$ cat config.mk
export PLATFORM = sky130hd
export DESIGN_NAME = csel_top
export DESIGN_NICKNAME = d
export VERILOG_FILES = /design/src/csel_pkg.sv /design/src/csel_top.sv
export SDC_FILE = /design/constraint.sdc
export NUM_CORES = 1
export LEC_CHECK = 0
export BUFFER_PORTS_ARGS = -buffer_cell sky130_fd_sc_hd__buf_4
export CORE_UTILIZATION = 53
export CTS_CLUSTER_SIZE = 25
export DETAILED_ROUTE_END_ITERATION = 10
export PLACE_DENSITY = 0.83
export SETUP_SLACK_MARGIN = 0.3
export SLEW_MARGIN = 5
export SYNTH_ARGS = -nofsm -noshare
export SYNTH_HDL_FRONTEND = slang
export SYNTH_SLANG_ARGS = --single-unit
export TNS_END_PERCENT = 20
$ cat constraint.sdc
create_clock -name sys_clk_i -period 3.3 [get_ports sys_clk_i]
set_input_delay 0.33 -clock sys_clk_i [delete_from_list [all_inputs] [get_ports sys_clk_i]]
set_output_delay 0.33 -clock sys_clk_i [all_outputs]
set_load 0.005 [all_outputs]
$ cat src/csel_pkg.sv
package csel_pkg;

  localparam int unsigned ADDR_W = 2;
  localparam int unsigned DATA_W = 8;

  // Register offsets
  localparam logic [ADDR_W-1:0] OSC_CONTROL_OFS  = 2'h0;
  localparam logic [ADDR_W-1:0] OSC_CONTROL2_OFS = 2'h1;
  localparam logic [ADDR_W-1:0] OSC_TUNING_OFS   = 2'h2;

  // Field positions
  localparam int unsigned SEL_LSB      = 0;
  localparam int unsigned HF_STB_BIT   = 2;
  localparam int unsigned STARTUP_BIT  = 3;
  localparam int unsigned FREQ_LSB     = 4;
  localparam int unsigned LF_STB_BIT   = 0;
  localparam int unsigned MF_STB_BIT   = 1;
  localparam int unsigned PRI_ON_BIT   = 2;
  localparam int unsigned SEC_EN_BIT   = 3;
  localparam int unsigned MF_SEL_BIT   = 4;
  localparam int unsigned SEC_RUN_BIT  = 6;
  localparam int unsigned PLL_LOCK_BIT = 7;
  localparam int unsigned TUNE_LSB     = 0;
  localparam int unsigned PLL_EN_BIT   = 6;
  localparam int unsigned LF_SRC_BIT   = 7;

  // Values after reset
  localparam logic [1:0] SEL_RST    = 2'h0;
  localparam logic [2:0] FREQ_RST   = 3'h3;
  localparam logic       PRI_ON_RST = 1'b1;

  // Frequency field codes
  localparam logic [2:0] FREQ_16M  = 3'h7;
  localparam logic [2:0] FREQ_8M   = 3'h6;
  localparam logic [2:0] FREQ_4M   = 3'h5;
  localparam logic [2:0] FREQ_2M   = 3'h4;
  localparam logic [2:0] FREQ_1M   = 3'h3;
  localparam logic [2:0] FREQ_500K = 3'h2;
  localparam logic [2:0] FREQ_250K = 3'h1;
  localparam logic [2:0] FREQ_31K  = 3'h0;

  // Primary config codes that route the internal block
  localparam logic [3:0] CFG_INT_A = 4'h8;
  localparam logic [3:0] CFG_INT_B = 4'h9;

  // Postscaler and medium divider depths
  localparam int unsigned HF_DIV_W = 9;
  localparam int unsigned MF_DIV_W = 4;

  typedef enum logic [1:0] {SRC_PRI, SRC_SEC, SRC_INT} csel_src_e;

  typedef struct packed {
    logic primary;
    logic pll;
    logic secondary;
    logic hf;
    logic mf;
    logic lf;
  } csel_ticks_s;

  typedef struct packed {
    logic startup_done;
    logic hf_stable;
    logic mf_stable;
    logic lf_stable;
    logic sec_running;
    logic pll_locked;
  } csel_status_s;

endpackage : csel_pkg

$ cat src/csel_top.sv
// The register addresses and the plain strobed port were decided locally.
module csel_top
(
  input  wire logic                           sys_clk_i,
  input  wire logic                           rst_i,
  input  wire logic [csel_pkg::ADDR_W-1:0]    addr_i,
  input  wire logic [csel_pkg::DATA_W-1:0]    wr_data_i,
  input  wire logic                           wr_i,
  input  wire logic                           rd_i,
  output logic      [csel_pkg::DATA_W-1:0]    rd_data_o,
  input  wire logic [3:0]                     primary_clk_config_i,
  input  wire csel_pkg::csel_ticks_s          ticks_i,
  input  wire csel_pkg::csel_status_s         status_i,
  output logic                                sys_tick_o,
  output logic                                int_tick_o,
  output logic                                wdt_tick_o,
  output logic [5:0]                          osc_tune_o,
  output logic                                pll_enable_o,
  output logic                                primary_osc_off_o,
  output logic                                secondary_osc_enable_o
);
  import csel_pkg::*;

  typedef enum logic [1:0] {SW_RUN, SW_DRAIN, SW_ARM} csel_sw_e;

  logic [1:0]          sys_clk_select_q;
  logic [2:0]          int_freq_select_q;
  logic                medium_osc_select_q;
  logic                lowfreq_src_select_q;
  logic [5:0]          osc_tune_field_q;
  logic                pll_enable_q;
  logic                primary_on_q;
  logic                secondary_osc_enable_q;
  logic [DATA_W-1:0]   rd_data_q;
  logic [HF_DIV_W-1:0] hf_div_q;
  logic [MF_DIV_W-1:0] mf_div_q;
  logic [HF_DIV_W:0]   post_w;
  logic                int_sel_w;
  logic                int_tick_q;
  logic                wdt_tick_q;
  logic                sys_tick_q;
  logic                prim_off_q;
  logic                pri_tick_w;
  csel_src_e           target_w;
  csel_src_e           cur_src_q;
  csel_sw_e            sw_q;
  logic                cur_tick_w;
  logic                tgt_tick_w;
  logic                wr_ctrl_w;
  logic                wr_ctrl2_w;
  logic                wr_tune_w;

  assign wr_ctrl_w  = wr_i && (addr_i == OSC_CONTROL_OFS);
  assign wr_ctrl2_w = wr_i && (addr_i == OSC_CONTROL2_OFS);
  assign wr_tune_w  = wr_i && (addr_i == OSC_TUNING_OFS);

  //////////////////////////////////////////////////////////////////////////
  // Control registers

  always_ff @(posedge sys_clk_i)
  begin
    if (rst_i)
    begin
      sys_clk_select_q  <= SEL_RST;
      int_freq_select_q <= FREQ_RST;
    end
    else if (wr_ctrl_w)
    begin
      sys_clk_select_q  <= wr_data_i[SEL_LSB +: 2];
      int_freq_select_q <= wr_data_i[FREQ_LSB +: 3];
    end
  end

  always_ff @(posedge sys_clk_i)
  begin
    if (rst_i)
    begin
      medium_osc_select_q    <= 1'b0;
      secondary_osc_enable_q <= 1'b0;
      primary_on_q           <= PRI_ON_RST;
    end
    else if (wr_ctrl2_w)
    begin
      medium_osc_select_q    <= wr_data_i[MF_SEL_BIT];
      secondary_osc_enable_q <= wr_data_i[SEC_EN_BIT];
      primary_on_q           <= wr_data_i[PRI_ON_BIT];
    end
  end

  always_ff @(posedge sys_clk_i)
  begin
    if (rst_i)
    begin
      lowfreq_src_select_q <= 1'b0;
      pll_enable_q         <= 1'b0;
      osc_tune_field_q     <= 6'h00;
    end
    else if (wr_tune_w)
    begin
      lowfreq_src_select_q <= wr_data_i[LF_SRC_BIT];
      pll_enable_q         <= wr_data_i[PLL_EN_BIT];
      osc_tune_field_q     <= wr_data_i[TUNE_LSB +: 6];
    end
  end

  //////////////////////////////////////////////////////////////////////////
  // Read port, data valid only the cycle after the strobe

  always_ff @(posedge sys_clk_i)
  begin
    if (rst_i)
    begin
      rd_data_q <= 8'h00;
    end
    else
    begin
      rd_data_q <= 8'h00;
      if (rd_i)
      begin
        unique case (addr_i)
          OSC_CONTROL_OFS:
          begin
            rd_data_q[SEL_LSB +: 2]   <= sys_clk_select_q;
            rd_data_q[HF_STB_BIT]     <= status_i.hf_stable;
            rd_data_q[STARTUP_BIT]    <= status_i.startup_done;
            rd_data_q[FREQ_LSB +: 3]  <= int_freq_select_q;
          end
          OSC_CONTROL2_OFS:
          begin
            rd_data_q[LF_STB_BIT]     <= status_i.lf_stable;
            rd_data_q[MF_STB_BIT]     <= status_i.mf_stable;
            rd_data_q[PRI_ON_BIT]     <= primary_on_q;
            rd_data_q[SEC_EN_BIT]     <= secondary_osc_enable_q;
            rd_data_q[MF_SEL_BIT]     <= medium_osc_select_q;
            rd_data_q[SEC_RUN_BIT]    <= status_i.sec_running;
            rd_data_q[PLL_LOCK_BIT]   <= status_i.pll_locked;
          end
          OSC_TUNING_OFS:
          begin
            rd_data_q[TUNE_LSB +: 6]  <= osc_tune_field_q;
            rd_data_q[PLL_EN_BIT]     <= pll_enable_q;
            rd_data_q[LF_SRC_BIT]     <= lowfreq_src_select_q;
          end
          default:
          begin
            rd_data_q <= 8'h00;
          end
        endcase
      end
    end
  end

  //////////////////////////////////////////////////////////////////////////
  // High source postscaler and medium divider

  always_ff @(posedge sys_clk_i)
  begin
    if (rst_i)
    begin
      hf_div_q <= 9'h000;
    end
    else if (ticks_i.hf)
    begin
      hf_div_q <= hf_div_q + 9'h001;
    end
  end

  always_ff @(posedge sys_clk_i)
  begin
    if (rst_i)
    begin
      mf_div_q <= 4'h0;
    end
    else if (ticks_i.mf)
    begin
      mf_div_q <= mf_div_q + 4'h1;
    end
  end

  // Bit k is the high source divided by two to the k
  assign post_w[0] = ticks_i.hf;
  for (genvar k = 1; k <= HF_DIV_W; k++)
  begin : g_post
    assign post_w[k] = ticks_i.hf && (&hf_div_q[k-1:0]);
  end

  //////////////////////////////////////////////////////////////////////////
  // Internal block output select, no extra latency on a change

  always_comb
  begin
    int_sel_w = 1'b0;
    unique case (int_freq_select_q)
      FREQ_16M:  int_sel_w = post_w[0];
      FREQ_8M:   int_sel_w = post_w[1];
      FREQ_4M:   int_sel_w = post_w[2];
      FREQ_2M:   int_sel_w = post_w[3];
      FREQ_1M:   int_sel_w = post_w[4];
      FREQ_500K: int_sel_w = medium_osc_select_q ? ticks_i.mf
                                                 : post_w[5];
      FREQ_250K: int_sel_w = medium_osc_select_q
                             ? (ticks_i.mf && mf_div_q[0]) : post_w[6];
      FREQ_31K:
      begin
        if (!lowfreq_src_select_q)
          int_sel_w = ticks_i.lf;
        else if (medium_osc_select_q)
          int_sel_w = ticks_i.mf && (&mf_div_q);
        else
          int_sel_w = post_w[HF_DIV_W];
      end
    endcase
  end

  always_ff @(posedge sys_clk_i)
  begin
    if (rst_i)
    begin
      int_tick_q <= 1'b0;
      wdt_tick_q <= 1'b0;
    end
    else
    begin
      int_tick_q <= int_sel_w;
      wdt_tick_q <= ticks_i.lf;
    end
  end

  //////////////////////////////////////////////////////////////////////////
  // Source choice and glitch-free handover

  assign pri_tick_w = pll_enable_q ? ticks_i.pll : ticks_i.primary;

  always_comb
  begin
    unique case (sys_clk_select_q)
      2'h0:    target_w = SRC_PRI;
      2'h1:    target_w = SRC_SEC;
      default: target_w = SRC_INT;
    endcase
  end

  function automatic logic src_tick(input csel_src_e s,
                                    input logic [3:0] cfg,
                                    input logic pri,
                                    input logic sec,
                                    input logic int_t);
    logic r;
    r = int_t;
    if (s == SRC_SEC)
      r = sec;
    else if (s == SRC_PRI && cfg != CFG_INT_A && cfg != CFG_INT_B)
      r = pri;
    return r;
  endfunction : src_tick

  assign cur_tick_w = src_tick(cur_src_q, primary_clk_config_i,
                               pri_tick_w, ticks_i.secondary, int_sel_w);
  assign tgt_tick_w = src_tick(target_w, primary_clk_config_i,
                               pri_tick_w, ticks_i.secondary, int_sel_w);

  always_ff @(posedge sys_clk_i)
  begin
    if (rst_i)
    begin
      sw_q      <= SW_RUN;
      cur_src_q <= SRC_PRI;
    end
    else
    begin
      unique case (sw_q)
        SW_RUN:
          if (target_w != cur_src_q)
            sw_q <= SW_DRAIN;
        SW_DRAIN:
          if (cur_tick_w)
            sw_q <= SW_ARM;
        SW_ARM:
          if (tgt_tick_w)
          begin
            sw_q      <= SW_RUN;
            cur_src_q <= target_w;
          end
      endcase
    end
  end

  always_ff @(posedge sys_clk_i)
  begin
    if (rst_i)
    begin
      sys_tick_q <= 1'b0;
    end
    else
    begin
      sys_tick_q <= (sw_q == SW_RUN) && (target_w == cur_src_q)
                    && cur_tick_w;
    end
  end

  always_ff @(posedge sys_clk_i)
  begin
    if (rst_i)
    begin
      prim_off_q <= 1'b0;
    end
    else
    begin
      prim_off_q <= !primary_on_q && (cur_src_q != SRC_PRI);
    end
  end

  assign rd_data_o              = rd_data_q;
  assign sys_tick_o             = sys_tick_q;
  assign int_tick_o             = int_tick_q;
  assign wdt_tick_o             = wdt_tick_q;
  assign osc_tune_o             = osc_tune_field_q;
  assign pll_enable_o           = pll_enable_q;
  assign primary_osc_off_o      = prim_off_q;
  assign secondary_osc_enable_o = secondary_osc_enable_q;
endmodule : csel_top

Word-level counts from Yosys, hierarchy flattened
Index checks and enable logic that the tools add are counted.
{"block": "totals", "reg_bits": 45, "output_inout_bits": 20, "word_cells": 97}
{"block": "classes", "addsub": 2, "eq_ne": 21, "n_mux": 19, "n_bitwise": 1, "n_reduce_logical": 37}
{"operator": "logical AND 1 bit", "count": 19}
{"operator": "one-hot mux 5 bit (3 select lines)", "count": 1}
{"operator": "equality test 3 bit, second input constant", "count": 4}
{"operator": "equality test 2 x 1 -> 1 bit, second input constant", "count": 5}
{"operator": "logical NOT 2 bit", "count": 5}
{"operator": "adder 9 x 1 -> 9 bit, second input constant", "count": 1}
{"operator": "two-way mux 1 bit", "count": 9}
{"operator": "AND reduction 9 bit", "count": 1}
{"operator": "inequality test 4 bit, second input constant", "count": 2}
{"operator": "one-hot mux 1 bit (8 select lines)", "count": 1}
{"operator": "AND reduction 4 bit", "count": 2}
{"operator": "equality test 3 x 2 -> 1 bit, second input constant", "count": 2}
{"operator": "two-way mux 2 bit", "count": 3}
{"operator": "inequality test 2 bit, second input constant", "count": 3}
{"operator": "one-hot mux 2 bit (3 select lines)", "count": 1}
{"operator": "AND reduction 3 bit", "count": 2}
{"operator": "AND reduction 6 bit", "count": 1}
{"operator": "AND reduction 5 bit", "count": 1}
{"operator": "adder 4 x 1 -> 4 bit, second input constant", "count": 1}
{"operator": "equality test 2 bit, second input constant", "count": 2}
{"operator": "one-hot mux 1 bit (2 select lines)", "count": 2}
{"operator": "one-hot mux 2 bit (2 select lines)", "count": 1}
{"operator": "AND reduction 2 bit", "count": 2}
{"operator": "equality test 3 x 1 -> 1 bit, second input constant", "count": 1}
{"operator": "other kinds (8)", "count": 8}

Logic depth before layout (Yosys ltp)
{"block": "depth", "depth_word": 9, "ltp_mapped": 12, "depth_no_buf": 12}

Least setup slack after synthesis
Ideal clock, no wire load.
{"block": "synth_path", "path_kind": "reg2reg", "startpoint": "register hf_div_q[0]", "endpoint": "register sw_q[0]", "setup_time_ns": 0.079, "arrival_time_ns": 2.455, "setup_slack_ns": 0.766, "stages_incl_launch_ff": 13, "n_path_buf": 0, "period_less_slack_ns": 2.534, "path_cell_list": "dfxtp_1 ha_1 and3_1 and3_1 and3_1 ha_1 nand3b_1 o211ai_1 a32o_1 o211ai_1 o211ai_1 o211a_1 a211oi_2"}
{"block": "synth_between", "elab_chain_len": 9}
{"item": "from (decl)", "line_no": "csel_top.sv:35", "source": "logic [HF_DIV_W-1:0] hf_div_q;"}
{"item": "from (signal assigned)", "line_no": "csel_top.sv:164", "source": "hf_div_q <= hf_div_q + 9'h001;"}
{"item": "AND reduction 9 bit", "line_no": "csel_top.sv:184", "source": "assign post_w[k] = ticks_i.hf && (&hf_div_q[k-1:0]);"}
{"item": "logical AND 1 bit", "line_no": "csel_top.sv:184"}
{"item": "two-way mux 1 bit", "line_no": "csel_top.sv:207", "source": "else if (medium_osc_select_q)"}
{"item": "two-way mux 1 bit", "line_no": "csel_top.sv:205", "source": "if (!lowfreq_src_select_q)"}
{"item": "one-hot mux 1 bit (8 select lines) (*)", "line_no": "csel_top.sv:193", "source": "unique case (int_freq_select_q)"}
{"item": "two-way mux 1 bit", "line_no": "csel_top.sv:252", "source": "else if (s == SRC_PRI && cfg != CFG_INT_A && cfg != CFG_INT_B)"}
{"item": "two-way mux 1 bit", "line_no": "csel_top.sv:250", "source": "if (s == SRC_SEC)"}
{"item": "inequality test 2 bit (no source line)"}
{"item": "AND reduction 3 bit (no source line) (*)"}
{"item": "to (signal assigned)", "line_no": "csel_top.sv:266", "source": "sw_q <= SW_RUN;"}
{"item": "to (signal assigned)", "line_no": "csel_top.sv:274", "source": "sw_q <= SW_DRAIN;"}
{"item": "to (signal assigned)", "line_no": "csel_top.sv:277", "source": "sw_q <= SW_ARM;"}
{"item": "to (decl)", "line_no": "csel_top.sv:46", "source": "csel_sw_e sw_q;"}
Mark *: on every way between the ends. The rest lies on a longest branch, timed or not.
A chain may end at the register's enable or synchronous reset.

Final worst setup path
Ends and elaborated chain as after synthesis.

==> results.md <==
* CP delay by family, top: compound AO/OA/AOI/OAI gates
* Routed Antenna Nets at 0
* Seq/Total Area, Yosys at between 40 and 50%
* Clock skew at 0.01035 ns
* Number of global-route vias before repair at 1784
* Worst-path cell chain: ha_1 > and3_1 > and3_1 > and3_1 > ha_1 > nand3b_1 > o211ai_1 > a32o_2 > o21ai_1 > o211ai_1 > o211a_1 > a211oi_2
* Worst r2r path cells at 12
* I/O pin total at 50
* Buffers on Ports at 48
* Cell Pwr Density at 434.8 mW/mm^2
* RSZ-0062 raised after global routing: no
* Clock-pin transition on the worst setup and hold timing paths at 0.08 ns
* Worst min-delay path endpoint: wdt_tick_o
* Initial Util at 57.05%
* Syn Inst Count at 238
* Worst R2R Setup Slack at 0.54 ns
* Routed WL at 4608 microns
* Post-placement cell count at 318
* Crit path DAT at a little under 3 ns
* Worst path required time at approximately 3.5 ns
* TritonCTS clock tree: built
* Worst-Margin Slew at 0.6154 ns
* Leakage at 1.081 nW
* DRT iter0 DRCs at 234
* Final net count at approximately 320
* Crit path kind: reg -> reg
* Hold buffer count at cts at 0
* Worst reg2reg path startpoint: hf_div_q[0]
* Syn avg cell area at 9.105 sq um
* Synth-to-Final Area Change at 20.27%
* Warnings from Yosys at 0
* HPWL after DPL at 3230 microns
* Synth cell types at 48
* Depth of the worst hold-timing path at 2
* Clock root cell: clkbuf_8
* Postcts setup bufs at 0
* Slew Limit Fails at 0
* Number of max-cap violations at 0
* Die area at 0.004349 sq mm
* HP Class: in -> reg
* Antenna diode count at 0
* Post-DR wirelength/cell at around 14 microns
* Clock sinks at 45
* DP Worst Slack at around 0.52 ns
* Layout cells sized above 1 at 24.10%
* Total core area at 0.003799 sq mm
* Global placement routability congestion at just under 0.8
* Setup slack after layout at 0.5353 ns
* Post-Syn Area at 0.002167 sq mm
* Chip width at approximately 66 microns
* First-pass GRT wire length at 7859 microns
* Critical path buffers and inverters at 0
* Worst r2r dst: sw_q[0]
* Vias per cell at ~5.7
* Total GRT Usage at a little under a quarter
* Initial antenna violation count at 0
* Net count after synthesis at 280
* H-tree Lvls at 2
* Total congestion overflow at 0
* Hold Startpoint: ticks_i[0]
* Hold Vio Cnt, Final at 0
* Routed via count at 1867
* Slowest cell on crit path: dfxtp_1
* Most used cell, CP: and3_1
* Setup violations, final at 0
* Fmax at 361.7 MHz
* Cts repair resizes at 0
* Clock Latency Late Sink at 0.30 ns
* Chip Height at 65.95 microns
* Maximum VDD drop at about 0.22 mV
* CTS buffer count at 5
* Post-layout min period at approximately 2.8 ns
* Crit Path Max Fanout at 5
* Synthesis-stage register bit count at 45
* Largest net degree at the start of global routing at 41
* Rows at 22
* Fin cells at 326
* Critical path's largest stage delay at approximately 0.36 ns
* Critical Path Source Type: register
* Status: finished clean
* Clock buffer depth at 2
* Worst Setup End Kind: register
* Router iterations before antenna repair at 4
* DRC at 0
* Period Utilization, post-route at between 80% and 90%
* Relative max-transition margin at 58.97%
* Sum of negative setup slack at 0 ns
==> power breakdown <==
| group | total (mW) | internal [mW] | switching, mW |
|---|---|---|---|
| Combinational | 0.205 | 0.0992 | 0.106 |
| Sequential | 0.594 | 0.570 | 0.0237 |
| Clock | 0.334 | 0.150 | 0.184 |
| Total | 1.13 | 0.820 | 0.314 |
==> stage by stage <==
stage          total power [mW]  area (sq um)  utilization [%]  hold slack, ns
2_1_floorplan            0.7425          2167                -          0.4057
3_3_place_gp             0.8024          2521            66.37          0.4578
3_5_place_dp             0.8105          2521            66.37          0.4677
4_1_cts                   1.138          2605            68.58          0.2706
5_1_grt                   1.190          2606            68.61          0.2771
6_report                  1.133          2606            68.61          0.2661
==> layer usage <==
metal  track usage, %  vias up  share of wire (%)
li1                 -      934                  -
met1            27.71      872                 45
met5                0        -                  0
met2            40.82       58                 49
met4            7.181        0               0.59
met3            4.655        3                6.0
==> synth_stat cells (all sizes together) <==
cell    number  area, sq um
or3b         1        8.760
nand3       15        75.07
o21a         1        7.510
nand2       24        90.09
nand4        2        12.51
a41oi        1        8.760
o211ai       6        55.05
nor2        24        90.09
mux2i        6        60.06
a211o        3        27.53
o21ai        4        20.01
clkbuf      10        37.54
a21oi       16        80.08
nor3         3        15.01
inv          9        33.78
nand3b       1        7.510
mux2         2        26.27
xnor2        4        35.03
xor2         5        43.79
a32oi        2        32.53
o221ai       1        26.28
a31oi        2        12.51
and3         6        37.54
a222oi       6        60.06
a211oi       3        27.52
nor2b        2        12.51
nor4bb       1        10.01
o211a        1        10.01
dfxtp       45        900.9
o31a         1        8.760
buf          6        28.78
nor3b        2        15.01
nand2b       1        8.760
and4b        2        20.02
a32o         1        10.01
o22ai        3        32.53
nor4         1        6.260
ha          12        150.1
a22oi        2        15.01
a21boi       1        7.510
==> how the worst max path moves through the flow <==
stage	endpoint	depth (start not counted)	startpoint
floorplan	sw_q[0]	12	hf_div_q[0]
global placement	sw_q[0]	12	hf_div_q[0]
detailed placement	sw_q[0]	12	hf_div_q[0]
CTS	sw_q[0]	12	hf_div_q[0]
global route	sw_q[0]	12	hf_div_q[0]
finish	sw_q[0]	12	hf_div_q[0]
==> sequential cells by signal, summed over array words and instances, names as in the netlist <==
register / cells
hf_div_q: 9
rd_data_o: 8
osc_tune_o: 6
mf_div_q: 4
int_freq_select_q: 3
cur_src_q: 2
sw_q: 2
sys_clk_select_q: 2
int_tick_o: 1
lowfreq_src_select_q: 1
medium_osc_select_q: 1
pll_enable_o: 1
primary_on_q: 1
primary_osc_off_o: 1
secondary_osc_enable_o: 1
sys_tick_o: 1
wdt_tick_o: 1
==> cells by family after synthesis <==
logic type | count (synthesis) | synth area share [%]
AOI/OAI and AO/OA | 54 | 20.38
xor gates and xnor gates | 9 | 3.637
adders and majority gates | 12 | 6.928
buffers and inverters | 25 | 4.619
DFF | 45 | 41.57
muxes | 8 | 3.984
and+or+nand+nor | 85 | 18.88
==> worst register-to-register path, delay by kind of cell, from the launching register on <==
kind,cells,cell delay (ns)
AND/OR/NAND/NOR,4,0.69
flip-flops,1,0.36
AO/OA/AOI/OAI,6,1.22
adder cells (fa/ha/maj),2,0.44
==> cell type report <==
cell class | count | area, sq um
clock buffers | 7 | 76.32
clock inverters | 1 | 7.507
fillers | 311 | 1192
inverters | 9 | 33.78
multi-input cells | 168 | 1167
flip-flops and latches | 45 | 900.9
well taps | 48 | 60.06
repair buffers | 48 | 360.3
==> placed cells by master (no fill, tap or decap), types with 3 or more instances in the layout <==
master and n:
o21ai_1 3, a222oi_1 6, a21oi_1 16, inv_1 9, xor2_1 5, nand3_1 15
clkbuf_8 5, nand2_1 24, buf_4 48, ha_1 12, mux2i_1 6, o211ai_1 4
and3_1 6, nor3_1 3, xnor2_1 4, nor2_1 24, dfxtp_1 45
(Power assumes the default switching activity.)
